**src/inc/sos_defines.svh**
```systemverilog
`ifndef SOS_DEFINES_SVH
`define SOS_DEFINES_SVH
// ==========================================================
// Register map
`define SOS_PROGRESS_ADDR 20'hFFFA2
`define SOS_WAITSEL_ADDR  20'hFFFA3
`define SOS_PROGRESS_RST  8'h00
`define SOS_WAITSEL_RST   3'h7
`define SOS_WAITSEL_LSB   0
`define SOS_WAITSEL_W     3
// ==========================================================
// Resume delays in CPU clocks
`define SOS_WAKE_SVC      4'hA
`define SOS_WAKE_PLAIN    4'h5
`endif

```
**src/inc/sos_pkg.sv**
```systemverilog
package sos_pkg;
  // ==========================================================
  // Standby sequencer states
  typedef enum logic [4:0] {
    SOS_RUN    = 5'h01,
    SOS_HALT   = 5'h02,
    SOS_STOP   = 5'h04,
    SOS_SETTLE = 5'h08,
    SOS_WAKE   = 5'h10
  } sos_state_t;

  // Crystal cycles needed for a wait-select code
  function automatic logic [18:0] sos_thr_f(input logic [2:0] code);
    unique case (code)
      3'h0: sos_thr_f = 19'h00100;
      3'h1: sos_thr_f = 19'h00200;
      3'h2: sos_thr_f = 19'h00400;
      3'h3: sos_thr_f = 19'h00800;
      3'h4: sos_thr_f = 19'h02000;
      3'h5: sos_thr_f = 19'h08000;
      3'h6: sos_thr_f = 19'h20000;
      3'h7: sos_thr_f = 19'h40000;
    endcase
  endfunction : sos_thr_f
endpackage : sos_pkg

```
**src/inc/sos_cnt_if.sv**
```systemverilog
`timescale 1ns/10ps
interface sos_cnt_if;
  logic       clr;
  logic       tick;
  logic [2:0] sel;
  logic [7:0] status;
  logic       done;
  modport ctl (output clr, output tick, output sel, input status, input done);
  modport cnt (input clr, input tick, input sel, output status, output done);
endinterface : sos_cnt_if

```
**src/logic/sos_settle_counter.sv**
```systemverilog
`timescale 1ns/10ps
`include "sos_defines.svh"
module sos_settle_counter import sos_pkg::*; #(
  parameter int CNT_W = 19
) (
  input  wire logic mclk_i,
  input  wire logic sys_rst_i,
  input  wire logic ce_i,
  sos_cnt_if.cnt    cif
);
  logic [CNT_W-1:0] cnt_q, cnt_d;
  logic [7:0]       thermo;
  logic             done_c;

  // ==========================================================
  // Count crystal cycles, hold at the selected wait
  assign done_c = (19'(cnt_q) >= sos_thr_f(cif.sel));

  always_comb begin
    cnt_d = cnt_q;
    if (cif.clr) begin
      cnt_d = '0;
    end else if (cif.tick && !done_c) begin
      cnt_d = cnt_q + 1'b1;
    end
  end

  always_ff @(posedge mclk_i) begin
    if (sys_rst_i) begin
      cnt_q <= '0;
    end else if (ce_i) begin
      cnt_q <= cnt_d;
    end
  end

  // ==========================================================
  // Thermometer status, one bit per threshold
  genvar gi;
  generate
    for (gi = 0; gi < 8; gi++) begin : g_thermo
      assign thermo[gi] = (19'(cnt_q) >= sos_thr_f(3'(gi)));
    end
  endgenerate

  assign cif.status = thermo;
  assign cif.done   = done_c;
endmodule : sos_settle_counter

```
**src/logic/sos_standby_ctrl.sv**
```systemverilog
`timescale 1ns/10ps
`include "sos_defines.svh"
// Operation
// - Halt gates CPU clock; running high-speed oscillators keep going.
// - Stop halts crystal and internal high-speed oscillators.
// - Registers, flags and memory keep their values in standby.
// - Port latches and output buffers stay unchanged in standby.
// - An interrupt request ends the stop state.
// - On crystal CPU clock, hold execution until selected wait elapses.
// - A configuration input decides low-speed oscillator in standby.
// - Progress register is read-only, readable by bit or byte.
// - Progress clears on reset, stop, and main oscillator halt write.
// - Progress bits set as thermometer at eight thresholds, stay set.
// - Counter stops at the selected wait time.
// - Wait select resets to 07H, 3-bit code, upper bits zero.
// - Wait select writable only by byte access.
// - Counting starts only once the crystal oscillates.
// - Unmasked interrupt ends halt; resume after 10 or 5 clocks.
// - Reset ends either standby state as a normal reset.
// - Pending interrupt at stop falls back, resumes after the wait.
module sos_standby_ctrl import sos_pkg::*; (
  input  wire logic        mclk_i,
  input  wire logic        sys_rst_i,
  input  wire logic        ce_i,
  input  wire logic        halt_req_i,
  input  wire logic        stop_req_i,
  input  wire logic        irq_pending_i,
  input  wire logic        irq_ack_en_i,
  input  wire logic        cpu_on_xtal_i,
  input  wire logic        lowspeed_keep_i,
  input  wire logic        xtal_tick_i,
  input  wire logic        main_osc_halt_wr_i,
  input  wire logic [19:0] bus_addr_i,
  input  wire logic        bus_wr_i,
  input  wire logic        bus_rd_i,
  input  wire logic        bus_bit_i,
  input  wire logic [7:0]  bus_wdata_i,
  output logic      [7:0]  bus_rdata_o,
  output logic             cpu_clk_en_o,
  output logic             xtal_osc_run_o,
  output logic             int_osc_run_o,
  output logic             lowspeed_run_o,
  output logic             standby_hold_o,
  output logic             cpu_resume_o
);
  sos_cnt_if cif ();

  sos_state_t state_q, state_d;
  logic [3:0] wcnt_q, wcnt_d;
  logic [2:0] sel_q, sel_d;
  logic [7:0] rdata_d;
  logic       clk_en_d, xosc_d, iosc_d, losc_d, hold_d, resume_d;
  logic       stop_go;

  // ==========================================================
  // Register access
  always_comb begin
    sel_d   = sel_q;
    rdata_d = 8'h00;
    // Bit writes are dropped: the select is reached only as a whole byte
    if (bus_wr_i && !bus_bit_i && bus_addr_i == `SOS_WAITSEL_ADDR) begin
      sel_d = bus_wdata_i[`SOS_WAITSEL_LSB +: `SOS_WAITSEL_W];
    end
    if (bus_rd_i && bus_addr_i == `SOS_PROGRESS_ADDR) begin
      rdata_d = cif.status;
    end else if (bus_rd_i && bus_addr_i == `SOS_WAITSEL_ADDR) begin
      rdata_d = {5'h00, sel_q};
    end
  end

  // ==========================================================
  // Standby sequencer
  // Halt wins a tie with stop; a stop still clears the count when it falls back
  assign stop_go  = (state_q == SOS_RUN) && stop_req_i && !halt_req_i;
  assign cif.clr  = stop_go || main_osc_halt_wr_i;
  assign cif.tick = xtal_tick_i && (state_q != SOS_STOP);
  assign cif.sel  = sel_q;

  always_comb begin
    state_d  = state_q;
    wcnt_d   = wcnt_q;
    resume_d = 1'b0;
    unique case (state_q)
      SOS_RUN: begin
        if (halt_req_i) begin
          state_d = SOS_HALT;
        end else if (stop_req_i) begin
          state_d = irq_pending_i ? SOS_SETTLE : SOS_STOP;
        end
      end
      SOS_HALT: begin
        if (irq_pending_i) begin
          state_d = SOS_WAKE;
          wcnt_d  = irq_ack_en_i ? `SOS_WAKE_SVC - 4'h2 : `SOS_WAKE_PLAIN - 4'h2;
        end
      end
      SOS_STOP: begin
        if (irq_pending_i) begin
          state_d = SOS_SETTLE;
        end
      end
      SOS_SETTLE: begin
        // Internal clock CPU need not wait; software polls progress instead
        if (!cpu_on_xtal_i || cif.done) begin
          state_d = SOS_WAKE;
          wcnt_d  = irq_ack_en_i ? `SOS_WAKE_SVC - 4'h2 : `SOS_WAKE_PLAIN - 4'h2;
        end
      end
      SOS_WAKE: begin
        if (wcnt_q == 4'h0) begin
          state_d  = SOS_RUN;
          resume_d = 1'b1;
        end else begin
          wcnt_d = wcnt_q - 4'h1;
        end
      end
    endcase
    clk_en_d = (state_d == SOS_RUN);
    xosc_d   = (state_d != SOS_STOP);
    iosc_d   = (state_d != SOS_STOP);
    losc_d   = (state_d == SOS_RUN) || (state_d == SOS_WAKE) || lowspeed_keep_i;
    hold_d   = (state_d != SOS_RUN);
  end

  // Reset returns to run from any standby state
  always_ff @(posedge mclk_i) begin
    if (sys_rst_i) begin
      state_q        <= SOS_RUN;
      wcnt_q         <= 4'h0;
      sel_q          <= `SOS_WAITSEL_RST;
      bus_rdata_o    <= 8'h00;
      cpu_clk_en_o   <= 1'b1;
      xtal_osc_run_o <= 1'b1;
      int_osc_run_o  <= 1'b1;
      lowspeed_run_o <= 1'b1;
      standby_hold_o <= 1'b0;
      cpu_resume_o   <= 1'b0;
    end else if (ce_i) begin
      state_q        <= state_d;
      wcnt_q         <= wcnt_d;
      sel_q          <= sel_d;
      bus_rdata_o    <= rdata_d;
      cpu_clk_en_o   <= clk_en_d;
      xtal_osc_run_o <= xosc_d;
      int_osc_run_o  <= iosc_d;
      lowspeed_run_o <= losc_d;
      standby_hold_o <= hold_d;
      cpu_resume_o   <= resume_d;
    end
  end

  sos_settle_counter #(
    .CNT_W (19)
  ) u_cnt (
    .mclk_i    (mclk_i),
    .sys_rst_i (sys_rst_i),
    .ce_i      (ce_i),
    .cif       (cif)
  );
endmodule : sos_standby_ctrl

```
**config.mk**
```make
export PLATFORM = sky130hd
export DESIGN_NAME = sos_standby_ctrl
export DESIGN_NICKNAME = d
export VERILOG_FILES = /design/src/inc/sos_pkg.sv /design/src/inc/sos_cnt_if.sv /design/src/logic/sos_settle_counter.sv /design/src/logic/sos_standby_ctrl.sv
export VERILOG_INCLUDE_DIRS = /design/src /design/src/inc
export SDC_FILE = /design/constraint.sdc
export NUM_CORES = 1
export LEC_CHECK = 0
export BUFFER_PORTS_ARGS = -buffer_cell sky130_fd_sc_hd__buf_4
export CORE_MARGIN = 8
export CORE_UTILIZATION = 50
export DETAILED_ROUTE_END_ITERATION = 8
export PLACE_DENSITY = 0.81
export SYNTH_ARGS = -nofsm -noshare
export SYNTH_HDL_FRONTEND = slang
export SYNTH_SLANG_ARGS = --single-unit
```
**constraint.sdc**
```tcl
create_clock -name mclk_i -period 3.6 [get_ports mclk_i]
set_input_delay 0.54 -clock mclk_i [delete_from_list [all_inputs] [get_ports mclk_i]]
set_output_delay 0.54 -clock mclk_i [all_outputs]
set_load 0.01 [all_outputs]
```
==> Word level (Yosys, flattened, before mapping) <==
Memories as Yosys holds them, arrays and structs flattened. A register that Yosys moved wholly into a read port is not among the register bits.
Index checks and enable logic that the tools add are counted.
{ "totals": {"memories": 1, "ramBits": 0, "latch_bits": 0, "mem_bits_ro": 64, "word_cells": 80, "regBits": 44} }
{ "memory_table": {"columns": ["name", "depth", "width", "rd", "rd_clocked_by_memory_dff", "wr", "line_no", "rtl"], "rows": [
  ["(no name shown)", 8, 8, 1, 1, 0, "sos_pkg.sv:14", "unique case (code)"]
]} }
{ "classes": {"bitwise": 0, "order_cmp": 9, "add_sub_neg": 2, "n_shift": 0, "eq_ne": 15, "mul": 0, "reduce_logical": 22, "div_mod_pow": 0, "mux": 21} }
{ "ops": {"columns": ["cell", "n"], "rows": [
  ["$eq A20 B20 Y1 const B", 2],
  ["$mux W19", 2],
  ["$mux W5", 6],
  ["$pmux W5 S5", 1],
  ["$mux W4", 5],
  ["$add A19 B1 Y19 const B", 1],
  ["$ge A19 B10 Y1 const B", 1],
  ["$ge A19 B11 Y1 const B", 1],
  ["$ge A19 B12 Y1 const B", 1],
  ["$ge A19 B14 Y1 const B", 1],
  ["$ge A19 B16 Y1 const B", 1],
  ["$ge A19 B18 Y1 const B", 1],
  ["$ge A19 B19 Y1", 1],
  ["$ge A19 B19 Y1 const B", 1],
  ["$ge A19 B9 Y1 const B", 1],
  ["$pmux W4 S3", 1],
  ["$eq A5 B1 Y1 const B", 2],
  ["$eq A5 B5 Y1 const B", 2],
  ["$ne A5 B3 Y1 const B", 2],
  ["$mux W3", 3],
  ["$logic_and A1 B1 Y1", 8],
  ["$mux W8", 1],
  ["$ne A2 B2 Y1 const B", 3],
  ["$eq A5 B2 Y1 const B", 1],
  ["12 further kinds", 20]
]} }

==> Longest topological paths before layout <==
Gate-level depths: netlist of the first run.
{ "logic_depth": {"word_depth": 7, "mapped_depth": 10, "depth_no_buf": 8} }

==> Hierarchy <==
A second synthesis of the first run with hierarchy kept.
{ "unflattened": {"hier_cells": 353, "hier_area_um2": 2795.2} }
{ "modules_own_cells": {"columns": ["mod", "area_each_um2", "n_inst", "cells_per_inst"], "rows": [
  ["sos_standby_ctrl", 1423.9, 1, 179],
  ["sos_settle_counter", 1371.3, 1, 174]
]} }

==> Worst setup path before layout of the first run <==
No wires, ideal clock.
{ "synth_path": {"path_type": "register -> register", "startpoint": "register u_cnt.cnt_q[10]", "endpoint": "register u_cnt.cnt_q[13]", "setup_time_ns": 0.070, "setup_slack_ns": 1.372, "t_arrival_ns": 2.158, "required_time_ns": 3.530, "stages_incl_launch_ff": 9, "path_buffers": 1, "cell_sequence": "dfxtp_1 ha_1 a21oi_1 o21ai_0 a21oi_1 a31oi_4 buf_6 or4_1 a21oi_1"} }
{ "synth_via": {"elab_chain_cells": 5, "word_cells_on_any_way": 8} }
{ "synth_lines": {"columns": ["element", "line_no", "rtl"], "rows": [
  ["from (decl)", "sos_settle_counter.sv:11", "logic [CNT_W-1:0] cnt_q, cnt_d;"],
  ["from (signal assigned)", "sos_settle_counter.sv:32", "cnt_q <= cnt_d;"],
  ["$ge A19 B19 Y1", "sos_settle_counter.sv:17", "assign done_c = (19'(cnt_q) >= sos_thr_f(cif.sel));"],
  ["$logic_not A1 Y1", "sos_settle_counter.sv:23", "end else if (cif.tick && !done_c) begin"],
  ["$logic_and A1 B1 Y1", "sos_settle_counter.sv:23", null],
  ["$reduce_bool A2 Y1 (no source line)", null, null],
  ["$reduce_and A2 Y1 (no source line)", null, null]
]} }
Parallel ways exist; a longest one is shown, timed or not. The select of a mux whose other input is x is not followed.
A chain may end at the register's enable or synchronous reset.

==> Worst setup path after layout of the first run <==
{ "layout_path": {"startpoint": "register u_cnt.cnt_q[10]", "endpoint": "register u_cnt.cnt_q[10]"} }
Same word-level chain as after synthesis.

==> impl_summary.txt, run 1 <==
----------------------------------------------------
[STA]
  Hold violation count in the final report ... 0
  Final period demand of the worst path ... 2.68 ns
  Post-route setup TNS ... 0 ns
  Measured slew at the worst slew-check pin ... between 0.8 and 0.9 ns
  Worst hold slack across all endpoints ... 0.470 ns
  Slew Limit Fails ... 0
  Setup repair after global routing missed its margin ... no
  Final cycle utilization of the critical path ... 0.745
  Number of setup violations in the final report ... 0
  Headroom to the max-slew limit ... 0.465
  Final Skew ... 0.00663 ns
  Max Clk Rate ... 0.373 GHz

[Pwr]
  Total net switching power ... between 200 and 300 µW
  Proportion of total power due to net switching ... 0.232
  Logic gate share of total power ... 0.107
  Cell internal power dissipation ... 885 µW
  Leakage power figure ... 0.00130 µW
  Clk network pwr share ... 0.377
  Power density cells ... about 330 nW/µm²
  Power share of the sequential group ... 0.516
  Worst voltage drop across the vdd grid ... 0.232 mV

[Detailed routing]
  Number of remaining DRC errors ... 0
  DRT antenna net count ... 0
  Via-to-Cell Ratio ... 5.92
  Iter 0 DRT Violations ... 162
  Drt wl/cell ... 14.9 µm
  Total number of vias ... around 2800
  Initial DRT Pass Iterations ... 4
  Post-detailed-routing wire length ... between 7000 and 8000 µm

[Cells and area]
  Share of cells above drive strength 1 ... 0.173
  Flip-flop and latch area ... 1040 µm²
  Area occupied by multi-input gates ... 1690 µm²
  Number of nets at the end of the flow ... 456
  Fill count ... 475
  # diodes ... 0
  Area delta synth->final ... 18.4%

[Synthesis]
  Post-synth ARST share ... 0
  Fraction of synthesized cell area taken by the top area cell type ... 0.359
  Part of the Yosys area used for sequential elements ... 0.359
  Total nets after synthesis ... around 410
  Number of distinct library cells after synthesis ... 55
  Leading cell type by number of instances after synthesis ... dfxtp_1
  Top cells by area in the synthesized netlist ... dfxtp_1 36%, a21oi_1 6.0%, nor2_1 5.0%
  Register bit total from synthesis ... 52
  Most used DFF post-synth ... dfxtp_1
  Number of synthesized flops with an enable pin ... 0
  Netlist area before placement ... about 2900 µm²
  Top cell types by occurrence after synthesis ... 52 x dfxtp_1, 39 x nor2_1, 35 x a21oi_1, 27 x inv_1, 25 x nand2_1
  Number of warnings issued by yosys ... 0
  Post-synthesis average cell area ... 8.09 µm²
  Number of instances in the synthesized netlist ... between 300 and 400
  Leading area contributor after synthesis ... dfxtp_1

[Floorplan]
  Effective utilization at floorplan ... 0.521
  Die width ... between 90 and 100 µm
  Core box area ... 5570 µm²
  Die Outline Area ... 8500 µm²
  Die boundary height ... 92.2 µm
  Number of I/O pins ... between 50 and 60
  Rows ... 27

[Worst setup path]
  Capturing element type of the critical path ... register
  Critical Path Start ... u_cnt.cnt_q[10]
  Critical path launch point type ... register
  R2r endpoint ... u_cnt.cnt_q[10]
  Setup slack of the worst register-to-register path ... 0.92 ns
  Reg-to-Reg Start ... u_cnt.cnt_q[10]
  Crit path required time ... 3.84 ns
  R2R depth ... 7
  Maximum net fanout on the critical path ... 36
  Setup Crit Path Kind ... reg -> reg
  Crit path DAT ... approximately 3 ns

[Min path]
  Worst hold path stage count ... 2
  Sink of the worst hold path ... bus_rdata_o[2]
  Worst min path class ... reg -> reg
  Hold Startpoint ... bus_rdata_o[2]

[Clock network]
  CTS sink cnt ... 52
  Clock tree root buffer cell ... clkbuf_8
  Number of hold-repair buffers added at the cts stage ... 0
  Cells resized by post-CTS repair ... 0
  TritonCTS clock tree ... yes
  Insertion delay of the later-clocked pin in the worst-skew pair ... 0.30 ns
  Post-CTS setup buffer count ... 0
  Clock Path Buffers ... 2
  H-Tree Depth ... 2
  Cts bufs inserted ... 5
  Post-CTS clock slew at the launch and capture registers of the worst setup and hold paths ... ~0.090 ns

[Place]
  Post-DP HPWL ... 5300 µm
  Final Wtd Congestion ... 0.912
  Total of buffers placed on input and output ports ... 50

[Global route]
  Antenna violations before repair ... 0
  Overall track demand over capacity in global routing ... 0.164
  Global-route wire length before repair ... 11800 µm
  Maximum number of pins on one net before global-route repair ... 37
  Via count of the first global-routing pass ... ~2700
  GRT Residual Overflow ... 0

[Flow run]
  Max-capacitance violation count ... 0

[Status]
  Result of the run ... finished, final reports clean

----------------------------------------------------
==> power groups by stage <==
stage	Clock [µW]	Sequential (µW)	Combinational, µW
6_report	434	594	123
5_1_grt	461	596	135
4_1_cts	441	594	123
3_5_place_dp	0	608	122
3_3_place_gp	0	607	120
2_1_floorplan	0	603	73.8
==> stage by stage <==
step	utilization	setup slack [ns]	instances	cell area (µm²)	power (µW)
after floorplan	-	1.37	359	2900	677
after global placement	0.594	1.02	468	3310	727
after detailed placement	0.594	0.971	468	3310	730
after CTS	0.617	0.945	476	3440	1160
after global routing	0.617	0.761	476	3440	1190
final	0.617	0.917	476	3440	1150
==> cells in the final DEF (no fill, tap or decap), types with 3 or more instances in the layout <==
cell type	synthesis	layout
nand3_1	10	10
a21oi_1	35	35
and2_1	4	4
ha_1	11	11
mux2i_1	4	4
nor2b_1	3	3
inv_1	27	27
a31oi_1	4	4
a22oi_1	5	5
or3_1	10	10
or4_1	14	14
o31ai_1	13	13
and3_1	3	3
dfxtp_1	52	52
o211a_1	3	3
nand4b_1	4	4
clkbuf_8	0	7
nand2_1	25	25
nand4_1	7	7
buf_4	1	52
a211oi_1	5	5
nor3_1	11	11
nor2_1	39	39
o21ai_0	18	18
==> worst max-delay path by stage <==
stage,endpoint,slack [ns],cells after the start
2_1_floorplan,u_cnt.cnt_q[13],1.37,8
3_3_place_gp,register,1.02,7
3_5_place_dp,u_cnt.cnt_q[10],0.97,7
4_1_cts,u_cnt.cnt_q[10],0.94,7
5_1_grt,u_cnt.cnt_q[10],0.76,7
6_report,u_cnt.cnt_q[10],0.92,7
==> critical path: stages, from the launching register on <==
cell,delay (ns)
dfxtp_1,0.49
ha_1,0.31
a21oi_1,0.12
o21ai_0,0.17
a21oi_1,0.35
a31oi_4,0.39
or4_1,0.61
a21oi_1,0.16
==> cell families (layout without fill, tap and decap cells) <==
kind of cell,after synthesis,count (layout),synth area share
xor gates and xnor gates,1,1,0.00302
DFF,52,52,0.359
and+or+nand+nor,150,150,0.287
muxes,4,4,0.0138
adders and majority gates,11,11,0.0474
AOI/OAI and AO/OA,98,98,0.229
buffers and inverters,43,88,0.0608
==> final cells by class <==
type	instances	share of cell area
tap	72	0.0262
clock buffer	7	0.0280
inverter	28	0.0306
clock inverter	1	0.00873
timing repair buffer	52	0.114
multi-input combinational	264	0.490
sequential	52	0.303
==> per-layer routing <==
layer  vias to the layer above  wire, µm  global-route usage
li1                       1407         -                   -
met1                      1305      3130               0.191
met2                        95      3340               0.279
met3                         9       533              0.0538
met4                         0       113              0.0510
met5                         -         0                   0
No activity file was read; power rests on OpenSTA's default activity.
==> run 2, diff against run 1 <==
--- a/config.mk
+++ b/config.mk
@@ -6,11 +6,12 @@
 export SDC_FILE = /design/constraint.sdc
 export NUM_CORES = 1
 export LEC_CHECK = 0
+export ABC_AREA = 1
 export BUFFER_PORTS_ARGS = -buffer_cell sky130_fd_sc_hd__buf_4
 export CORE_MARGIN = 8
 export CORE_UTILIZATION = 50
 export DETAILED_ROUTE_END_ITERATION = 8
-export PLACE_DENSITY = 0.81
+export PLACE_DENSITY = 0.8
 export SYNTH_ARGS = -nofsm -noshare
 export SYNTH_HDL_FRONTEND = slang
 export SYNTH_SLANG_ARGS = --single-unit
==> constraint.sdc (replaced) <==
create_clock -name mclk_i -period 2.79 [get_ports mclk_i]
set_input_delay 0.4185 -clock mclk_i [delete_from_list [all_inputs] [get_ports mclk_i]]
set_output_delay 0.4185 -clock mclk_i [all_outputs]
set_load 0.01 [all_outputs]
==> run 2 against run 1 <==
  * Cell count increased by 26%
  * Critical endpoint is now u_cnt.cnt_q[8]
  * Design area increased by 8.4%
  * Register-to-register slack got worse by 0.21 ns
  * Synthesized cell count increased by 32%
  * Non-clock buffer count decreased by 1
  * Die area increased by 8.7%
  * Sequential share of layout area decreased by 2.3 points
  * Setup slack got worse by 0.21 ns
  * Synthesized area increased by 11%
  * Clock power increased by 32%
  * Critical path depth increased by 6
  * Combinational power increased by 58%
==> impl_summary.txt, run 2 <==
----------------------------------------------------
[STA]
  Setup repair after global routing missed its margin ... no
  Worst hold slack across all endpoints ... 0.386 ns
  Headroom to the max-slew limit ... 0.712
  Number of setup violations in the final report ... 0
  Final Skew ... 0.00780 ns
  Final cycle utilization of the critical path ... 0.746
  Final worst setup slack ... 0.710 ns
  Measured slew at the worst slew-check pin ... 0.428 ns
  Final period demand of the worst path ... about 2.1 ns
  Max Clk Rate ... about 0.48 GHz
  Post-route setup TNS ... 0 ns
  Slew Limit Fails ... 0
  Hold violation count in the final report ... 0

[Cells and area]
  Commonest non-fill, non-tap cell in the layout ... nand2_1
  # diodes ... 0
  Share of cells above drive strength 1 ... 0.177
  Number of nets at the end of the flow ... 573
  Leading cell types in the layout, fill and taps excluded ... 96 x nand2_1, 63 x inv_1, 62 x nor2_1, 52 x dfxtp_1, 51 x buf_4
  Area delta synth->final ... 16.1%

[Synthesis]
  Post-synth ARST share ... 0
  Total nets after synthesis ... 528
  Part of the Yosys area used for sequential elements ... 0.324
  Post-synthesis average cell area ... between 6 and 7 µm²
  Number of instances in the synthesized netlist ... 475
  Netlist area before placement ... 3210 µm²
  Register bit total from synthesis ... 52
  Top cells by area in the synthesized netlist ... dfxtp_1 32%, nand2_1 11%, inv_1 7.4%
  Number of warnings issued by yosys ... 0
  Fraction of synthesized cell area taken by the top area cell type ... 0.324
  Top cell types by occurrence after synthesis ... 96 x nand2_1, 63 x inv_1, 62 x nor2_1, 52 x dfxtp_1, 32 x a21oi_1
  Most used DFF post-synth ... dfxtp_1
  Leading area contributor after synthesis ... dfxtp_1
  Number of synthesized flops with an enable pin ... 0
  Number of distinct library cells after synthesis ... 47
  Leading cell type by number of instances after synthesis ... nand2_1

[Floorplan]
  Rows ... 29
  Number of I/O pins ... 56
  Die boundary height ... 96.1 µm
  Effective utilization at floorplan ... 0.511
  Core box area ... about 6300 µm²
  Die Outline Area ... 9240 µm²
  Die width ... 96.1 µm

[Global route]
  Via count of the first global-routing pass ... 3169
  GRT Residual Overflow ... 0
  Global-route wire length before repair ... 14300 µm
  Maximum number of pins on one net before global-route repair ... 30
  Overall track demand over capacity in global routing ... 0.192
  Antenna violations before repair ... 0

[Worst setup path]
  Critical path launch point type ... register
  Cell mode on critical path ... nand2_1
  Slowest stage delay, CP ... approximately 0.54 ns
  R2R depth ... 13
  Setup slack of the worst register-to-register path ... 0.71 ns
  Critical path, cell by cell ... ha_1 > nand2_1 > nand2_1 > nor2_1 > nor2_2 > nor2_4 > nand3_4 > nand2_8 > nand2_4 > nor2_4 > nand3_1 > nand2_1 > a21oi_2
  Cell family contributing the most delay on the critical path ... simple AND/OR/NAND/NOR gates
  Crit path DAT ... 2.30 ns
  R2r endpoint ... u_cnt.cnt_q[8]
  Worst-path cell with the longest stage delay ... dfxtp_1
  Crit path required time ... 3.01 ns
  Number of buffer and inverter stages on the critical path ... 0
  Maximum net fanout on the critical path ... 17
  Setup Crit Path Kind ... reg -> reg
  Reg-to-Reg Start ... u_cnt.cnt_q[10]
  Capturing element type of the critical path ... register
  Critical Path Start ... u_cnt.cnt_q[10]

[Min path]
  Worst min path class ... in -> reg
  Sink of the worst hold path ... lowspeed_run_o
  Worst hold path stage count ... 5
  Hold Startpoint ... lowspeed_keep_i

[Clock network]
  Cts bufs inserted ... 5
  Insertion delay of the later-clocked pin in the worst-skew pair ... 0.32 ns
  Clock tree root buffer cell ... clkbuf_8
  Number of hold-repair buffers added at the cts stage ... 0
  H-Tree Depth ... 2
  Clock Path Buffers ... 2
  TritonCTS clock tree ... yes
  Post-CTS clock slew at the launch and capture registers of the worst setup and hold paths ... around 0.10 ns
  Post-CTS setup buffer count ... 0
  Cells resized by post-CTS repair ... 0
  CTS sink cnt ... 52

[Detailed routing]
  Iter 0 DRT Violations ... 236
  DRT antenna net count ... 0
  Post-detailed-routing wire length ... 8260 µm
  Total number of vias ... 3197
  Drt wl/cell ... 13.8 µm
  Initial DRT Pass Iterations ... 4
  Number of remaining DRC errors ... 0
  Via-to-Cell Ratio ... roughly 5.3

[Pwr]
  Power density cells ... roughly 410 nW/µm²
  Total power consumption of the routed design ... ~1500 µW
  Worst voltage drop across the vdd grid ... 0.223 mV
  Leakage power figure ... ~0.0017 µW

[Place]
  Final Wtd Congestion ... 0.876
  Total of buffers placed on input and output ports ... 50
  Placement Setup Slack ... 0.762 ns
  Post-DP HPWL ... 6350 µm

[Status]
  Result of the run ... finished, final reports clean

[Flow run]
  Max-capacitance violation count ... 0

----------------------------------------------------
-- run 2: changes by cell type after synthesis, moves of 5 or more --
cell,previous run,this run
or3_1,10,0
inv_2,0,5
nand4_1,7,20
nand2_1,25,96
o31ai_1,13,0
clkbuf_1,10,4
o21ai_1,1,6
nand3_1,10,30
or4_1,14,0
inv_1,27,63
nor2_1,39,62
-- run 2: logic make-up (layout without fill, tap and decap cells) --
family | after synthesis | count (layout) | synth area share
AO/OA/AOI/OAI | 70 | 70 | 0.123
buffers and inverters | 82 | 128 | 0.109
XOR/XNOR | 7 | 7 | 0.0191
flip-flops | 52 | 52 | 0.324
adder cells (fa/ha/maj) | 11 | 11 | 0.0429
AND/OR/NAND/NOR | 253 | 253 | 0.382
-- run 2: per-layer routing --
layer	wire length [µm]	vias up	track usage
li1	-	1637	-
met1	3550	1443	0.228
met2	3920	99	0.319
met3	583	18	0.0476
met4	211	0	0.0845
met5	0	-	0
-- run 2: final cells by class --
class,count,area (µm²)
clock buffers,7,96.3
clock inverters,1,30.0
fillers,591,2550
inverters,69,262
multi-input cells,341,1820
flip-flops and latches,52,1040
well taps,77,96.3
repair buffers,51,383
-- run 2: worst max path at each step --
stage / to / slack, ns / cells after the start
after floorplan: u_cnt.cnt_q[8] / 1.05 / 13
after global placement: u_cnt.cnt_q[8] / 0.80 / 13
after detailed placement: u_cnt.cnt_q[4] / 0.76 / 11
after CTS: u_cnt.cnt_q[4] / 0.72 / 11
after global routing: u_cnt.cnt_q[4] / 0.56 / 11
final: u_cnt.cnt_q[8] / 0.71 / 13
-- run 2: stage by stage --
stage / utilization / instances / cell area (µm²)
global placement: 0.574 / 590 / 3600
finish: 0.594 / 598 / 3730
floorplan: - / 475 / 3210
global route: 0.594 / 598 / 3730
CTS: 0.594 / 598 / 3730
detailed placement: 0.574 / 590 / 3600
-- run 2: power breakdown --
part	switching (µW)	total (µW)	internal [µW]
Clock	258	574	317
Sequential	13.2	768	755
Combinational	114	194	80.0
Total	385	1540	1150
-- run 2: worst register-to-register path, delay by kind of cell (launching register included) --
kind / cells / cell delay [ns]
simple gates: 11 / 1.11
flops: 1 / 0.54
fa+ha+maj: 1 / 0.32
compound gates: 1 / 0.03
==> run 3, diff against run 2 <==
--- a/config.mk
+++ b/config.mk
@@ -11,7 +11,7 @@
 export CORE_MARGIN = 8
 export CORE_UTILIZATION = 50
 export DETAILED_ROUTE_END_ITERATION = 8
-export PLACE_DENSITY = 0.8
+export PLACE_DENSITY = 0.83
 export SYNTH_ARGS = -nofsm -noshare
 export SYNTH_HDL_FRONTEND = slang
 export SYNTH_SLANG_ARGS = --single-unit
==> constraint.sdc (replaced) <==
create_clock -name mclk_i -period 1.9 [get_ports mclk_i]
set_input_delay 0.285 -clock mclk_i [delete_from_list [all_inputs] [get_ports mclk_i]]
set_output_delay 0.285 -clock mclk_i [all_outputs]
set_load 0.01 [all_outputs]
==> run 3 against run 2 <==
  * The flow now finishes with violations (setup timing)
  * First-iteration DRC count is 17% higher
  * Sequential share of layout area is 1.8 points lower
  * Maximum frequency is 9.4% higher
  * Critical path type unchanged
  * Critical endpoint is now u_cnt.cnt_q[9]
  * Highest routed layer unchanged
==> impl_summary.txt, run 3 (synthesis results as in run 2) <==
----------------------------------------------------
[Status]
  Result of the run ... complete, but fails checks
  Failing checks ... setup timing

[Clock network]
  Clock tree root buffer cell ... clkbuf_8
  TritonCTS clock tree ... yes
  CTS sink cnt ... 52
  Number of hold-repair buffers added at the cts stage ... 0
  Post-CTS clock slew at the launch and capture registers of the worst setup and hold paths ... roughly 0.090 ns
  Clock Path Buffers ... 2
  Insertion delay of the later-clocked pin in the worst-skew pair ... 0.31 ns
  H-Tree Depth ... 2
  Cts bufs inserted ... 5

[Worst setup path]
  R2R depth ... 12
  Setup Crit Path Kind ... reg -> reg
  Maximum net fanout on the critical path ... 5
  Cell mode on critical path ... nor2_1
  R2r endpoint ... u_cnt.cnt_q[9]
  Worst-path cell with the longest stage delay ... dfxtp_2
  Critical path, cell by cell ... inv_2 > ha_4 > nand2_2 > nor2_1 > nor2_1 > nand2_1 > nor2_4 > nand3_4 > nand2_8 > buf_4 > nand4_1 > a21oi_1
  Setup slack of the worst register-to-register path ... -0.002 ns
  Slowest stage delay, CP ... 0.33 ns
  Crit path DAT ... between 2 and 2.5 ns
  Crit path required time ... 2.15 ns
  Capturing element type of the critical path ... register
  Critical path launch point type ... register

[Detailed routing]
  Initial DRT Pass Iterations ... 5
  DRT antenna net count ... 0
  Post-detailed-routing wire length ... between 8000 and 9000 µm
  Iter 0 DRT Violations ... 277
  Via-to-Cell Ratio ... 5.55
  Total number of vias ... 3412
  Drt wl/cell ... 14.4 µm
  Number of remaining DRC errors ... 0

[STA]
  Final worst setup slack ... -0.00214 ns
  Final Skew ... roughly 0.010 ns
  Max Clk Rate ... 0.526 GHz
  Post-route setup TNS ... -0.00363 ns
  Headroom to the max-slew limit ... 0.734
  Final cycle utilization of the critical path ... 1.00
  Measured slew at the worst slew-check pin ... 0.399 ns
  Number of setup violations in the final report ... 2
  Hold violation count in the final report ... 0
  Slew Limit Fails ... 0
  Final period demand of the worst path ... about 1.9 ns
  Setup repair after global routing missed its margin ... yes

[Floorplan]
  Effective utilization at floorplan ... 0.511
  Number of I/O pins ... 56
  Die Outline Area ... 9240 µm²
  Die boundary height ... 96.1 µm
  Core box area ... 6280 µm²
  Die width ... 96.1 µm
  Rows ... 29

[Cells and area]
  Fill count ... 546
  Share of cells above drive strength 1 ... 0.264
  Final cell utilization of the core ... 0.640
  Area delta synth->final ... 25.1%
  Number of nets at the end of the flow ... about 600
  # diodes ... 0
  Post-layout instance area ... 4020 µm²
  Area occupied by multi-input gates ... 1980 µm²
  Commonest non-fill, non-tap cell in the layout ... nand2_1
  Flip-flop and latch area ... 1050 µm²
  Leading cell types in the layout, fill and taps excluded ... 95 x nand2_1, 66 x buf_4, 61 x inv_1, 54 x nor2_1, 47 x dfxtp_1

[Global route]
  GRT Residual Overflow ... 0
  Antenna violations before repair ... 0
  Global-route wire length before repair ... 14300 µm
  Via count of the first global-routing pass ... 3238
  Overall track demand over capacity in global routing ... 0.194
  Maximum number of pins on one net before global-route repair ... 30

[Place]
  Post-DP HPWL ... about 6600 µm
  Area after detailed placement ... 3700 µm²
  Placement Setup Slack ... -0.0709 ns
  Total of buffers placed on input and output ports ... 50
  Final Wtd Congestion ... 0.918

[Pwr]
  Worst voltage drop across the vdd grid ... 0.391 mV
  Power density cells ... 550 nW/µm²
  Leakage power figure ... between 0.0015 and 0.002 µW

[Min path]
  Hold Startpoint ... lowspeed_keep_i
  Worst min path class ... in -> reg
  Worst hold path stage count ... 5
  Sink of the worst hold path ... lowspeed_run_o

[Flow run]
  Max-capacitance violation count ... 0

----------------------------------------------------
==> run 3: changes by cell type in the layout (fill, tap and decap cells not counted), moves of 4 or more <==
| cell | delta |
|---|---|
| ha_1 | -4 |
| nor2_1 | -8 |
| buf_4 | +15 |
| nor2_2 | +8 |
| ha_4 | +4 |
| dfxtp_2 | +4 |
| dfxtp_1 | -5 |
| o21ai_2 | +4 |
==> run 3: layout make-up <==
| cell class | instances | area share |
|---|---|---|
| clock buffers | 5 | 0.0171 |
| clock inverters | 3 | 0.0106 |
| inverters | 69 | 0.0658 |
| multi-input cells | 342 | 0.493 |
| flip-flops and latches | 52 | 0.261 |
| well taps | 77 | 0.0240 |
| repair buffers | 67 | 0.128 |
==> run 3: how the worst max path moves through the flow <==
stage | from | depth (start not counted) | slack, ns | endpoint
2_1_floorplan | u_cnt.cnt_q[10] | 13 | 0.16 | u_cnt.cnt_q[8]
3_3_place_gp | register | 12 | 0.06 | u_cnt.cnt_q[4]
3_5_place_dp | u_cnt.cnt_q[8] | 11 | -0.07 | wcnt_q[0]
4_1_cts | u_cnt.cnt_q[17] | 13 | 0.002 | u_cnt.cnt_q[8]
5_1_grt | register | 13 | -0.13 | standby_hold_o
6_report | register | 12 | -0.002 | u_cnt.cnt_q[9]
==> run 3: layer usage <==
metal / up-vias / GRT usage / share of wire
met5: - / 0 / 0
li1: 1671 / - / -
met2: 140 / 0.331 / 0.48
met3: 20 / 0.0476 / 0.066
met1: 1581 / 0.227 / 0.42
met4: 0 / 0.0781 / 0.025
==> run 3: worst max-delay path, delay by kind of cell (launching register included) <==
family | cells | cell delay [ns]
fa+ha+maj | 1 | 0.25
buf+inv | 2 | 0.19
compound gates | 1 | 0.15
flops | 1 | 0.33
simple gates | 8 | 0.94
==> run 3: report_power, final <==
part | switching, µW | total (µW) | internal [µW]
Clock | 369 | 759 | 390
Combinational | 186 | 322 | 136
Sequential | 19.3 | 1130 | 1110
==> run 3: metrics by stage <==
step	hold slack, ns	power [µW]	std cells
after detailed placement	0.455	1440	603
after global placement	0.453	1430	603
final	0.249	2210	615
after CTS	0.235	2210	613
after global routing	0.245	2290	615
after floorplan	0.452	1330	475
==> run 3: what timing repair did <==
item / 4_1_cts / 5_1_grt
buffers inserted: 1 / 2
endpoints found under the setup margin: 11 / 28
pin swaps: 5 / 20
cloned: 1 / 0
gates resized for setup: 5 / 35
